<file path="src/logic/timer8_pkg.sv">
// Constants and types for the 8-bit timer with compare and waveform output
package timer8_pkg;
  // ---------------------------------------------------------------
  // Register map (byte addresses)
  // ---------------------------------------------------------------
  localparam logic [7:0] ADDR_COUNT = 8'h00;
  localparam logic [7:0] ADDR_COMPARE = 8'h04;
  localparam logic [7:0] ADDR_CONTROL = 8'h08;
  localparam logic [7:0] ADDR_FLAGS = 8'h0C;
  localparam logic [7:0] ADDR_ENABLE = 8'h10;
  // ---------------------------------------------------------------
  // Field positions
  // ---------------------------------------------------------------
  localparam int CTL_CS_LSB = 0;
  localparam int CTL_WGM_LSB = 3;
  localparam int CTL_COM_LSB = 5;
  localparam int CTL_FORCE_BIT = 7;
  localparam int FLG_OVF_BIT = 0;
  localparam int FLG_CMP_BIT = 1;
  localparam int EN_OVF_BIT = 0;
  localparam int EN_CMP_BIT = 1;
  localparam int EN_ASYNC_BIT = 2;
  // ---------------------------------------------------------------
  // Values
  // ---------------------------------------------------------------
  localparam logic [7:0] COUNT_BOTTOM = 8'h00;
  localparam logic [7:0] COUNT_MAX = 8'hFF;
  localparam logic [7:0] RESET_BYTE = 8'h00;
  localparam logic [2:0] CS_STOPPED = 3'h0;
  localparam logic [1:0] COM_NONE = 2'h0;
  localparam logic [1:0] COM_TOGGLE = 2'h1;
  localparam logic [1:0] COM_CLEAR = 2'h2;
  localparam logic [1:0] COM_SET = 2'h3;
  localparam int PRESC_W = 10;
  // Prescaler masks for clock select 1..7 (divide by 1,8,32,64,128,256,1024)
  localparam logic [PRESC_W-1:0] PRESC_MASK [8] = '{
    10'h000, 10'h000, 10'h007, 10'h01F, 10'h03F, 10'h07F, 10'h0FF, 10'h3FF};

  typedef enum logic [1:0] {
    MODE_NORMAL = 2'b00,
    MODE_PHASE = 2'b01,
    MODE_CTC = 2'b10,
    MODE_FAST = 2'b11
  } mode_t;
endpackage : timer8_pkg

</file>
<file path="src/logic/timer8_compare_waveform.sv">
// 8-bit up/down timer with one compare unit, waveform output and APB registers
//
// Contract
// - Timer source is system clock, or crystal pin edges when async select is one.
// - Counter clears, counts up or down per mode; clock select zero stops it.
// - Counter readable and writable always; a processor write beats count or clear.
// - Waveform mode field picks counting sequence; overflow flag set where mode says.
// - Counter equal compare gives a match; compare flag sets at that timer tick.
// - Compare flag with its enable requests an interrupt; acknowledge clears flag.
// - Writing one to compare flag clears it; writing zero leaves it.
// - Compare value double buffered in PWM modes, direct in normal and clear modes.
// - Buffered compare value moves to active only at top or bottom.
// - Compare address reaches buffer when buffering, active register otherwise.
// - Force strobe in non-PWM modes acts on wave output only, no flag or reload.
// - A counter write blocks all matches in the following timer tick.
// - Wave output register keeps its value across mode changes.
// - Output action field is unbuffered; applies from first match after write.
// - Nonzero output action puts wave output on pin; direction stays with port.
// - Output action zero means no change of wave output at a match.
// - Output action never alters counting; picks polarity or set/clear/toggle.
// - Normal mode counts up only, no clear on match, wraps FF to 00.
// - Normal mode sets overflow as counter becomes zero; hardware only sets it.
// - Overflow interrupt acknowledge clears the overflow flag.
// - Clear mode resets counter to zero on match with compare value.
// - Fast PWM counts bottom to FF and restarts; clear on match, set at bottom.
// - Phase correct PWM counts up to FF then back down to bottom.
//
// The APB interface to the registers and the address map were decided locally.
`timescale 1ns/1ps
module timer8_compare_waveform (
  input wire logic clk_sys,
  input wire logic rst_b,
  input wire logic psel,
  input wire logic penable,
  input wire logic pwrite,
  input wire logic [7:0] paddr,
  input wire logic [31:0] pwdata,
  output logic [31:0] prdata,
  output logic pready,
  output logic pslverr,
  input wire logic crystal_pin_in,
  output logic crystal_pin_out,
  input wire logic overflowIrqAck,
  input wire logic compareIrqAck,
  output logic overflowIrqReq,
  output logic compareIrqReq,
  input wire logic portOutValue,
  input wire logic wave_pin_direction,
  output logic wavePinOut,
  output logic wavePinOe_b
);
  import timer8_pkg::*;

  // ---------------------------------------------------------------
  // State
  // ---------------------------------------------------------------
  typedef struct packed {
    logic [7:0] count_value;
    logic [7:0] compareActive;
    logic [7:0] compareBuffer;
    logic [2:0] clock_select_field;
    mode_t waveform_mode_field;
    logic [1:0] output_action_field;
    logic overflow_flag;
    logic compare_flag;
    logic overflowIrqEnable;
    logic compare_irq_enable;
    logic async_clock_select;
    logic countDown;
    logic countWritten;
    logic wave_output;
    logic [PRESC_W-1:0] presc;
    logic crystalPrev;
    logic ready;
    logic slvErr;
    logic [31:0] rdata;
    logic ovfReq;
    logic cmpReq;
    logic pinOut;
    logic pinOe_b;
    logic crystalOut;
  } state_t;

  state_t st_q;
  state_t st_d;

  logic wrEn;
  logic setupAcc;
  logic srcEdge;
  logic tick;
  logic isPwm;
  logic equal;
  logic matchOk;
  logic forceHit;
  logic mapped;

  // ---------------------------------------------------------------
  // Decode and tick
  // ---------------------------------------------------------------
  assign wrEn = psel && penable && st_q.ready && pwrite;
  assign setupAcc = psel && penable && !st_q.ready;
  assign mapped = (paddr == ADDR_COUNT) || (paddr == ADDR_COMPARE) ||
                  (paddr == ADDR_CONTROL) || (paddr == ADDR_FLAGS) ||
                  (paddr == ADDR_ENABLE);
  assign srcEdge = st_q.async_clock_select ? (crystal_pin_in && !st_q.crystalPrev) : 1'b1;
  assign tick = (st_q.clock_select_field != CS_STOPPED) && srcEdge &&
                ((st_q.presc & PRESC_MASK[st_q.clock_select_field]) ==
                 PRESC_MASK[st_q.clock_select_field]);
  assign isPwm = (st_q.waveform_mode_field == MODE_PHASE) ||
                 (st_q.waveform_mode_field == MODE_FAST);
  assign equal = (st_q.count_value == st_q.compareActive);
  assign matchOk = tick && equal && !st_q.countWritten;
  assign forceHit = wrEn && (paddr == ADDR_CONTROL) && pwdata[CTL_FORCE_BIT] && !isPwm;

  // ---------------------------------------------------------------
  // Next state
  // ---------------------------------------------------------------
  always_comb
  begin
    st_d = st_q;
    st_d.crystalPrev = crystal_pin_in;
    st_d.crystalOut = !crystal_pin_in;
    // Prescaler runs only while a clock is selected
    if (st_q.clock_select_field == CS_STOPPED)
    begin
      st_d.presc = '0;
    end
    else if (srcEdge)
    begin
      st_d.presc = st_q.presc + 1'b1;
    end
    if (tick)
    begin
      st_d.countWritten = 1'b0;
      case (st_q.waveform_mode_field)
        MODE_NORMAL:
        begin
          st_d.count_value = st_q.count_value + 1'b1;
          if (st_q.count_value == COUNT_MAX)
          begin
            st_d.overflow_flag = 1'b1;
          end
        end
        MODE_CTC:
        begin
          if (matchOk)
          begin
            st_d.count_value = COUNT_BOTTOM;
          end
          else
          begin
            st_d.count_value = st_q.count_value + 1'b1;
          end
          if (st_q.count_value == COUNT_MAX)
          begin
            st_d.overflow_flag = 1'b1;
          end
        end
        MODE_FAST:
        begin
          st_d.count_value = st_q.count_value + 1'b1;
          if (st_q.count_value == COUNT_MAX)
          begin
            st_d.overflow_flag = 1'b1;
            st_d.compareActive = st_q.compareBuffer;
            if (st_q.output_action_field == COM_CLEAR)
            begin
              st_d.wave_output = 1'b1;
            end
            else if (st_q.output_action_field == COM_SET)
            begin
              st_d.wave_output = 1'b0;
            end
          end
        end
        MODE_PHASE:
        begin
          if (st_q.countDown)
          begin
            st_d.count_value = st_q.count_value - 1'b1;
            if (st_q.count_value == 8'h01)
            begin
              st_d.overflow_flag = 1'b1;
              st_d.countDown = 1'b0;
            end
            else if (st_q.count_value == COUNT_BOTTOM)
            begin
              st_d.count_value = 8'h01;
              st_d.countDown = 1'b0;
            end
          end
          else if (st_q.count_value == COUNT_MAX)
          begin
            st_d.count_value = COUNT_MAX - 1'b1;
            st_d.countDown = 1'b1;
            st_d.compareActive = st_q.compareBuffer;
          end
          else
          begin
            st_d.count_value = st_q.count_value + 1'b1;
          end
        end
        default:
        begin
          st_d.count_value = st_q.count_value;
        end
      endcase
    end
    if (st_q.waveform_mode_field != MODE_PHASE)
    begin
      st_d.countDown = 1'b0;
    end
    // Wave output on match or force; action field read live
    if (matchOk || forceHit)
    begin
      if (!isPwm || forceHit)
      begin
        case (st_q.output_action_field)
          COM_TOGGLE: st_d.wave_output = !st_q.wave_output;
          COM_CLEAR: st_d.wave_output = 1'b0;
          COM_SET: st_d.wave_output = 1'b1;
          default: st_d.wave_output = st_q.wave_output;
        endcase
      end
      else if (st_q.output_action_field == COM_TOGGLE)
      begin
        if (st_q.waveform_mode_field == MODE_FAST)
        begin
          st_d.wave_output = !st_q.wave_output;
        end
      end
      else if (st_q.output_action_field != COM_NONE)
      begin
        // Clear on up-match for non-inverted, set on down-match
        st_d.wave_output = (st_q.output_action_field == COM_SET) ^ st_q.countDown;
      end
    end
    if (matchOk)
    begin
      st_d.compare_flag = 1'b1;
    end
    // Processor access
    st_d.ready = setupAcc;
    if (setupAcc)
    begin
      st_d.slvErr = !mapped;
      st_d.rdata = '0;
      case (paddr)
        ADDR_COUNT: st_d.rdata[7:0] = st_q.count_value;
        ADDR_COMPARE: st_d.rdata[7:0] = isPwm ? st_q.compareBuffer : st_q.compareActive;
        ADDR_CONTROL: st_d.rdata[6:0] = {st_q.output_action_field,
                                         st_q.waveform_mode_field, st_q.clock_select_field};
        ADDR_FLAGS: st_d.rdata[1:0] = {st_q.compare_flag, st_q.overflow_flag};
        ADDR_ENABLE: st_d.rdata[2:0] = {st_q.async_clock_select, st_q.compare_irq_enable,
                                        st_q.overflowIrqEnable};
        default: st_d.rdata = '0;
      endcase
    end
    if (wrEn)
    begin
      case (paddr)
        ADDR_COUNT:
        begin
          st_d.count_value = pwdata[7:0];
          st_d.countWritten = 1'b1;
        end
        ADDR_COMPARE:
        begin
          st_d.compareBuffer = pwdata[7:0];
          if (!isPwm)
          begin
            st_d.compareActive = pwdata[7:0];
          end
        end
        ADDR_CONTROL:
        begin
          st_d.clock_select_field = pwdata[CTL_CS_LSB +: 3];
          st_d.waveform_mode_field = mode_t'(pwdata[CTL_WGM_LSB +: 2]);
          st_d.output_action_field = pwdata[CTL_COM_LSB +: 2];
        end
        ADDR_FLAGS:
        begin
          // Write-one clears sit below the set terms, so a set wins
        end
        ADDR_ENABLE:
        begin
          st_d.overflowIrqEnable = pwdata[EN_OVF_BIT];
          st_d.compare_irq_enable = pwdata[EN_CMP_BIT];
          st_d.async_clock_select = pwdata[EN_ASYNC_BIT];
        end
        default:
        begin
          st_d.slvErr = st_q.slvErr;
        end
      endcase
    end
    // Clears by write-one or acknowledge; a same-cycle set wins
    if ((wrEn && (paddr == ADDR_FLAGS) && pwdata[FLG_OVF_BIT]) || overflowIrqAck)
    begin
      st_d.overflow_flag = st_d.overflow_flag && tick && (st_q.waveform_mode_field ==
                           MODE_PHASE ? (st_q.countDown && st_q.count_value == 8'h01) :
                           (st_q.count_value == COUNT_MAX));
    end
    if ((wrEn && (paddr == ADDR_FLAGS) && pwdata[FLG_CMP_BIT]) || compareIrqAck)
    begin
      st_d.compare_flag = matchOk;
    end
    st_d.ovfReq = st_d.overflow_flag && st_d.overflowIrqEnable;
    st_d.cmpReq = st_d.compare_flag && st_d.compare_irq_enable;
    st_d.pinOut = (st_d.output_action_field != COM_NONE) ? st_d.wave_output :
                  portOutValue;
    st_d.pinOe_b = !wave_pin_direction;
  end

  always_ff @(posedge clk_sys or negedge rst_b)
  begin
    if (!rst_b)
    begin
      st_q <= '0;
      st_q.pinOe_b <= 1'b1;
    end
    else
    begin
      st_q <= st_d;
    end
  end

  assign prdata = st_q.rdata;
  assign pready = st_q.ready;
  assign pslverr = st_q.slvErr;
  assign crystal_pin_out = st_q.crystalOut;
  assign overflowIrqReq = st_q.ovfReq;
  assign compareIrqReq = st_q.cmpReq;
  assign wavePinOut = st_q.pinOut;
  assign wavePinOe_b = st_q.pinOe_b;
endmodule : timer8_compare_waveform

</file>
<file path="config.mk">
export PLATFORM = sky130hd
export DESIGN_NAME = timer8_compare_waveform
export DESIGN_NICKNAME = d
export VERILOG_FILES = /design/src/logic/timer8_pkg.sv /design/src/logic/timer8_compare_waveform.sv
export SDC_FILE = /design/constraint.sdc
export NUM_CORES = 1
export LEC_CHECK = 0
export BUFFER_PORTS_ARGS = -buffer_cell sky130_fd_sc_hd__buf_2
export CAP_MARGIN = 30
export CORE_UTILIZATION = 40
export DETAILED_ROUTE_END_ITERATION = 8
export SLEW_MARGIN = 0
export SYNTH_ARGS = -nofsm -noshare
export SYNTH_HDL_FRONTEND = slang
export SYNTH_SLANG_ARGS = --single-unit
export TNS_END_PERCENT = 10
</file>
<file path="constraint.sdc">
create_clock -name clk_sys -period 4.01 [get_ports clk_sys]
set_input_delay 0.802 -clock clk_sys [delete_from_list [all_inputs] [get_ports clk_sys]]
set_output_delay 0.802 -clock clk_sys [all_outputs]
set_load 0.05 [all_outputs]
</file>
==> results of run 1 <==
[final timing paths]
kind / startpoint / endpoint
worst max register to register: st_q[60]$_DFFE_PN0P_ / prdata[0]$_DFFE_PN0P_
worst max-delay path: st_q[60]$_DFFE_PN0P_ / prdata[0]$_DFFE_PN0P_
min in group asynchronous: rst_b / st_q[59]$_DFF_PN0_
worst min-delay path: st_q[51]$_DFF_PN0_ / st_q[51]$_DFF_PN0_
max in group asynchronous: rst_b / st_q[65]$_DFFE_PN0P_
worst min register to register: st_q[51]$_DFF_PN0_ / st_q[51]$_DFF_PN0_
[stage by stage]
| step | hold slack [ps] | setup WS [ps] | total power [mW] | std cells | instance area (um^2) |
|---|---|---|---|---|---|
| floorplan | 444.5 | 1390 | 0.9557 | 503 | 4328 |
| global placement | 460.2 | 1047 | 1.015 | 627 | 4387 |
| CTS | 482.5 | 1172 | 1.640 | 643 | 4612 |
| finish | 484.5 | 1156 | 1.626 | 643 | 4612 |
| detailed placement | 464.5 | 1028 | 1.021 | 627 | 4387 |
| global route | 500.0 | 943.0 | 1.704 | 643 | 4612 |
[cell families after synthesis]
| family | synth area share |
|---|---|
| other | 0.0008841 |
| multiplexers | 0.07404 |
| AND/OR/NAND/NOR | 0.2056 |
| adder cells (fa/ha/maj) | 0.02360 |
| AO/OA/AOI/OAI | 0.1764 |
| flip-flops | 0.3838 |
| XOR/XNOR | 0.04543 |
| buffers and inverters | 0.09027 |
[Yosys cell counts, drive strengths merged, types with 7 or more instances]
cell / instances / area share
o21ai: 43 / 0.051
buf: 40 / 0.065
nand3: 10 / 0.012
xor2: 18 / 0.037
clkbuf: 15 / 0.013
nand2: 56 / 0.050
a311oi: 8 / 0.017
a21oi: 24 / 0.028
inv: 13 / 0.012
ha: 8 / 0.024
nor3: 11 / 0.015
nor2: 39 / 0.035
o22ai: 7 / 0.010
a211oi: 7 / 0.012
nand4: 14 / 0.021
dfrtp: 64 / 0.38
mux2: 23 / 0.061
[worst reg2reg max path: stages, from the launching register on]
cell and delay (ps):
dfrtp_1 420, ha_1 400, nor2_1 710, mux2_2 440, mux4_2 460, a22oi_1 190, o21ai_0 100
[metal layers]
| metal | routed length, um | global-route usage | vias to the layer above |
|---|---|---|---|
| met5 | 13 | 0 | - |
| met4 | 308 | 0.08853 | 2 |
| met3 | 673 | 0.04616 | 23 |
| met2 | 5139 | 0.3411 | 142 |
| met1 | 5025 | 0.2771 | 1765 |
| li1 | - | - | 1715 |
[final cells by class]
cell class                      count  area [um^2]
Timing Repair Buffer               43        222.7
Fill cell                        1021         5712
Clock inverter                      3        46.29
Inverter                           13        48.80
Sequential cell                    65         1628
Clock buffer                       13        178.9
Tap cell                          136        170.2
Multi-Input combinational cell    370         2317
[state kept, by name, summed over array words and instances (netlist names)]
name,flops
prdata,8
pready,1
compareIrqReq,1
wavePinOut,1
st_q,50
wavePinOe_b,1
crystal_pin_out,1
overflowIrqReq,1
pslverr,1
[layout by cell type (no fill, tap or decap), drive strengths merged, types with 6 or more instances in the layout]
master / instances
nor3: 11
nor2: 39
and2: 6
or3: 6
dfrtp: 64
nor4: 6
a211oi: 7
nand2: 56
o21ai: 43
inv: 13
nand3: 10
xor2: 18
conb: 24
buf: 43
nand4: 14
clkbuf: 13
mux2: 23
a21oi: 24
a311oi: 8
o22ai: 7
ha: 8
[power by group]
| group | leakage, nW | internal (mW) | switching (mW) |
|---|---|---|---|
| Sequential | 0.885 | 0.674 | 0.0587 |
| Clock | 0.112 | 0.356 | 0.256 |
| Combinational | 1.10 | 0.0896 | 0.191 |
| Total | 2.09 | 1.12 | 0.506 |
==> impl_summary.txt, run 1 <==
----------------------------------------------------
[Timing]
  Pins over their slew limit ... 0
  Fmax ... 350.4 MHz
  Time the worst path needs with I/O delays and setup ... about 2900 ps
  Setup repair after global routing missed its margin ... no
  Max Clock Skew ... 6.523 ps
  Period Utilization, post-route ... 0.7117
  Hold violation count in the final report ... 0
  Sum of negative setup slack ... 0 ps
  Number of endpoints failing setup at the final stage ... 0
  Transition at the pin with the smallest max-transition slack ... 931.4 ps
  Relative slew slack ... 0.3734

[Logic synthesis]
  Number of enable flip-flop cells after synthesis ... 0
  Number of library cell types mapped by synthesis ... 58
  Sequential cell area fraction in the yosys report ... 0.3838
  Area of the mapped netlist ... roughly 4200 um^2
  Cells after Synth ... 480
  Per-instance average area after synthesis ... 8.837 um^2
  Number of flip-flops and latches in the synthesized netlist ... 65
  Most common flop cell mapped by yosys ... dfrtp_1
  Synth warnings ... 0
  Share of flip-flops with an asynchronous set or reset after synthesis ... 1.000

[Cells and area]
  NumNets Final ... 560
  Share of the core filled with cells in the final layout ... 0.4467
  Area Growth Syn to Fin ... 8.731%
  Count of antenna diodes in the layout ... 0
  Layout cells sized above 1 ... 0.1874

[CTS]
  CTS tree ... done
  Clock net sink count ... 65
  H-tree levels ... 3
  Clock-pin transition on the worst setup and hold timing paths ... 70 ps
  Clock tree buffer depth ... 2
  Root Driver ... clkbuf_8
  Setup bufs post-CTS ... 0
  Insertion delay to the later sink of the worst-skew pair ... between 300 and 400 ps
  Gates resized, CTS repair ... 0
  Number of buffers inserted during clock tree synthesis ... 9
  Number of hold buffers added after CTS ... 0

[Power]
  Power Dens Cells ... 352.5 nW/um^2
  LEAKAGE ... 2.092 nW
  Highest ir drop seen on vdd ... 164.8 uV

[Floorplanning]
  Starting density of the core ... 0.4109
  Number of primary I/O pins ... 89
  Area of the core region ... between 10,000 and 15,000 um^2
  Total die area ... 11,020 um^2
  Number of standard-cell rows in the floorplan ... 37
  Die span in x ... ~100 um
  Vertical die dimension ... 105.0 um

[Worst setup path]
  Cell at the slowest stage of the critical path ... nor2_1
  Bufs and invs on worst path ... 0
  Endpoint required time on the critical path ... 4210 ps
  Biggest fanout along the worst timing path ... 13
  Ordered list of cells on the worst path ... ha_1 -> nor2_1 -> mux2_2 -> mux4_2 -> a22oi_1 -> o21ai_0
  Class of the most critical setup path ... reg -> reg
  Depth of the most critical reg-to-reg path ... 6
  Startpoint type of the worst setup path ... flip-flop
  Delay contributed by the slowest stage of the critical path ... 710 ps
  Stages on the worst setup path ... 6
  Critical path's top delay family ... multiplexers
  Flop-to-flop setup slack ... between 1000 and 1500 ps
  Critical Path End Type ... flip-flop
  Crit path arrival time ... about 3100 ps

[Routing]
  Post-route ant nets ... 0
  DRC violations left ... 0
  First-pass detailed-route iteration total ... 5
  Drt via density ... around 5.7
  Average detailed-routed wire length per instance ... 17.36 um
  Vias after detailed routing ... 3,647
  Violation count after the first detailed-route iteration ... 355
  Aggregate routed wire length ... 11,160 um

[Placed design]
  Global placer's final weighted congestion ... 0.8938
  Placed wire-length estimate after detailed placement ... 8029 um
  Quantity of I/O buffers inserted on ports ... 40

[Global routing]
  Antenna violations before repair ... 1
  Pin count of the biggest net entering global routing ... 38
  Residual overflow from global routing ... 0
  Vias in the first global route ... 3,495
  First-pass GRT wire length ... ~18,000 um
  Overall Global Routing Usage ... 0.2126

[Status]
  Result of the run ... finished, final reports clean

[Worst hold path]
  Hold Crit Depth ... 2
  Class of the tightest hold or removal check ... reg -> reg

[Run]
  Count of max-cap constraint violations ... 0

----------------------------------------------------
(Power assumes the default switching activity.)
==> inputs of run 2 (changes only) <==
==> constraint.sdc (replaced) <==
create_clock -name clk_sys -period 3 [get_ports clk_sys]
set_input_delay 0.6 -clock clk_sys [delete_from_list [all_inputs] [get_ports clk_sys]]
set_output_delay 0.6 -clock clk_sys [all_outputs]
set_load 0.05 [all_outputs]
==> run 2 against run 1 <==
  * Clock power is 49% higher
  * Fmax rose by 7.7%
  * Critical path depth is 2 higher
  * Critical path type unchanged
  * Clock skew is 2.8 ps higher
  * Non-clock buffer count is 14 higher
  * Largest cell class unchanged
==> impl_summary.txt, run 2 (synthesis results as in run 1) <==
----------------------------------------------------
[Floorplanning]
  Vertical die dimension ... 105.0 um (unchanged)
  Number of primary I/O pins ... 89 (unchanged)
  Die span in x ... 105.0 um (unchanged)
  Total die area ... 11,020 um^2 (unchanged)
  Area of the core region ... 10,320 um^2 (unchanged)
  Starting density of the core ... 0.4109 (unchanged)
  Number of standard-cell rows in the floorplan ... 37 (unchanged)

[Power]
  Power Dens Cells ... 479.9 nW/um^2 (was 352.5 nW/um^2)
  Highest ir drop seen on vdd ... 258.5 uV (was 164.8 uV)
  LEAKAGE ... 2.179 nW (was 2.092 nW)
  Total power draw ... 2.277 mW (was 1.626 mW)

[Global routing]
  Vias in the first global route ... 3,494 (was 3,495)
  Antenna violations before repair ... 1 (unchanged)
  Pin count of the biggest net entering global routing ... 32 (was 38)
  Overall Global Routing Usage ... 0.2161 (was 0.2126)
  First-pass GRT wire length ... 18,450 um (was 18,250 um)
  Residual overflow from global routing ... 0 (unchanged)

[CTS]
  H-tree levels ... 3 (unchanged)
  Gates resized, CTS repair ... 0 (unchanged)
  Setup bufs post-CTS ... 0 (unchanged)
  Insertion delay to the later sink of the worst-skew pair ... 350 ps (was 340 ps)
  Number of hold buffers added after CTS ... 0 (unchanged)
  Clock tree buffer depth ... 2 (unchanged)
  Root Driver ... clkbuf_8 (unchanged)
  Clock-pin transition on the worst setup and hold timing paths ... 80 ps (was 70 ps)
  Clock net sink count ... 65 (unchanged)
  CTS tree ... done (unchanged)
  Number of buffers inserted during clock tree synthesis ... 9 (unchanged)

[Routing]
  Violation count after the first detailed-route iteration ... 297 (was 355)
  Drt via density ... 5.549 (was 5.672)
  First-pass detailed-route iteration total ... 5 (unchanged)
  Aggregate routed wire length ... 11,280 um (was 11,160 um)
  Vias after detailed routing ... 3,646 (was 3,647)
  Average detailed-routed wire length per instance ... 17.17 um (was 17.36 um)
  Post-route ant nets ... 0 (unchanged)
  DRC violations left ... 0 (unchanged)

[Run]
  Count of max-cap constraint violations ... 0 (unchanged)

[Timing]
  Worst hold-check slack ... 114.3 ps (was 484.5 ps)
  Max Clock Skew ... 9.338 ps (was 6.523 ps)
  Relative slew slack ... 0.5133 (was 0.3734)
  Pins over their slew limit ... 0 (unchanged)
  Setup repair after global routing missed its margin ... no (unchanged)
  Time the worst path needs with I/O delays and setup ... 2650 ps (was 2854 ps)
  Transition at the pin with the smallest max-transition slack ... 730.0 ps (was 931.4 ps)
  Number of endpoints failing setup at the final stage ... 0 (unchanged)
  Period Utilization, post-route ... 0.8834 (was 0.7117)
  Fmax ... 377.3 MHz (was 350.4 MHz)
  Hold violation count in the final report ... 0 (unchanged)
  Sum of negative setup slack ... 0 ps (unchanged)

[Worst setup path]
  Biggest fanout along the worst timing path ... 9 (was 13)
  Startpoint of the worst register-to-register path ... st_q[82]$_DFF_PN0_ (was st_q[60]$_DFFE_PN0P_)
  Class of the most critical setup path ... reg -> reg (unchanged)
  Worst setup path startpoint ... st_q[82]$_DFF_PN0_ (was st_q[60]$_DFFE_PN0P_)
  Startpoint type of the worst setup path ... flip-flop (unchanged)
  Critical Path End Type ... flip-flop (unchanged)
  Crit path arrival time ... 2870 ps (was 3050 ps)
  Endpoint required time on the critical path ... 3220 ps (was 4210 ps)

[Cells and area]
  Most frequent standard cell in the layout excluding fill and tap cells ... dfrtp_1 (unchanged)
  NumNets Final ... 574 (was 560)
  Register bank with the most flops ... st_q (unchanged)
  Filler cells ... 985 (was 1,021)
  Area Growth Syn to Fin ... 11.89% (was 8.731%)
  Count of antenna diodes in the layout ... 0 (unchanged)
  Number of flip-flops in the largest register ... 50 (unchanged)
  Leading cell types in the layout, fill and taps excluded ... dfrtp_1 (64), nand2_1 (56), buf_2 (40) (unchanged)
  Layout cells sized above 1 ... 0.2092 (was 0.1874)
  Share of the core filled with cells in the final layout ... 0.4597 (was 0.4467)

[Placed design]
  Global placer's final weighted congestion ... 0.9111 (was 0.8938)
  Quantity of I/O buffers inserted on ports ... 40 (unchanged)
  Placed wire-length estimate after detailed placement ... 8241 um (was 8029 um)

[Worst hold path]
  Class of the tightest hold or removal check ... in -> async (was reg -> reg)

[Status]
  Result of the run ... finished, final reports clean (unchanged)

----------------------------------------------------
run 2: stage by stage:
| step | setup slack, ps | std cells | instance area, um^2 |
|---|---|---|---|
| after floorplan | 582.0 | 503 | 4328 |
| after global placement | 460.4 | 641 | 4504 |
| after detailed placement | 363.6 | 641 | 4504 |
| after CTS | 353.7 | 657 | 4746 |
| after global routing | 164.3 | 657 | 4746 |
| final | 349.8 | 657 | 4746 |
run 2: area by class of cell:
| cell class | instances | area, um^2 | share of cell area |
|---|---|---|---|
| inverter | 13 | 48.80 | 0.01028 |
| tap | 136 | 170.2 | 0.03586 |
| clock inverter | 7 | 117.6 | 0.02478 |
| clock buffer | 9 | 123.9 | 0.02610 |
| multi-input combinational | 370 | 2317 | 0.4883 |
| timing repair buffer | 57 | 340.3 | 0.07171 |
| sequential | 65 | 1628 | 0.3430 |
run 2: final timing paths:
check	cells after the start	slack [ps]	to
max	8	350	st_q[84]$_DFF_PN0_
min	1	110	prdata[4]$_DFFE_PN0P_
max reg2reg	8	350	st_q[84]$_DFF_PN0_
min reg2reg	2	490	prdata[2]$_DFFE_PN0P_
max in group asynchronous	2	2240	wavePinOe_b$_DFF_PN1_
min in group clk_sys	2	360	wavePinOe_b$_DFF_PN1_
run 2: per-layer routing:
| metal | wire [um] | vias to the layer above | GRT usage |
|---|---|---|---|
| met4 | 203 | 0 | 0.07847 |
| met1 | 4927 | 1733 | 0.2873 |
| met5 | 0 | - | 0 |
| met3 | 745 | 19 | 0.04367 |
| li1 | - | 1754 | - |
| met2 | 5403 | 140 | 0.3477 |
run 2: power by group:
group,internal [mW],switching (mW)
combinational,0.128,0.262
sequential,0.901,0.0720
clock,0.553,0.361
total,1.58,0.695
run 2: worst max-delay path, stage by stage, from the launching register on:
cell and delay (ps):
dfrtp_1 610, inv_1 160, ha_1 260, nor4b_1 480
a221oi_1 210, a211oi_1 270, nor3_1 80, a311oi_1 320
o21ai_0 140
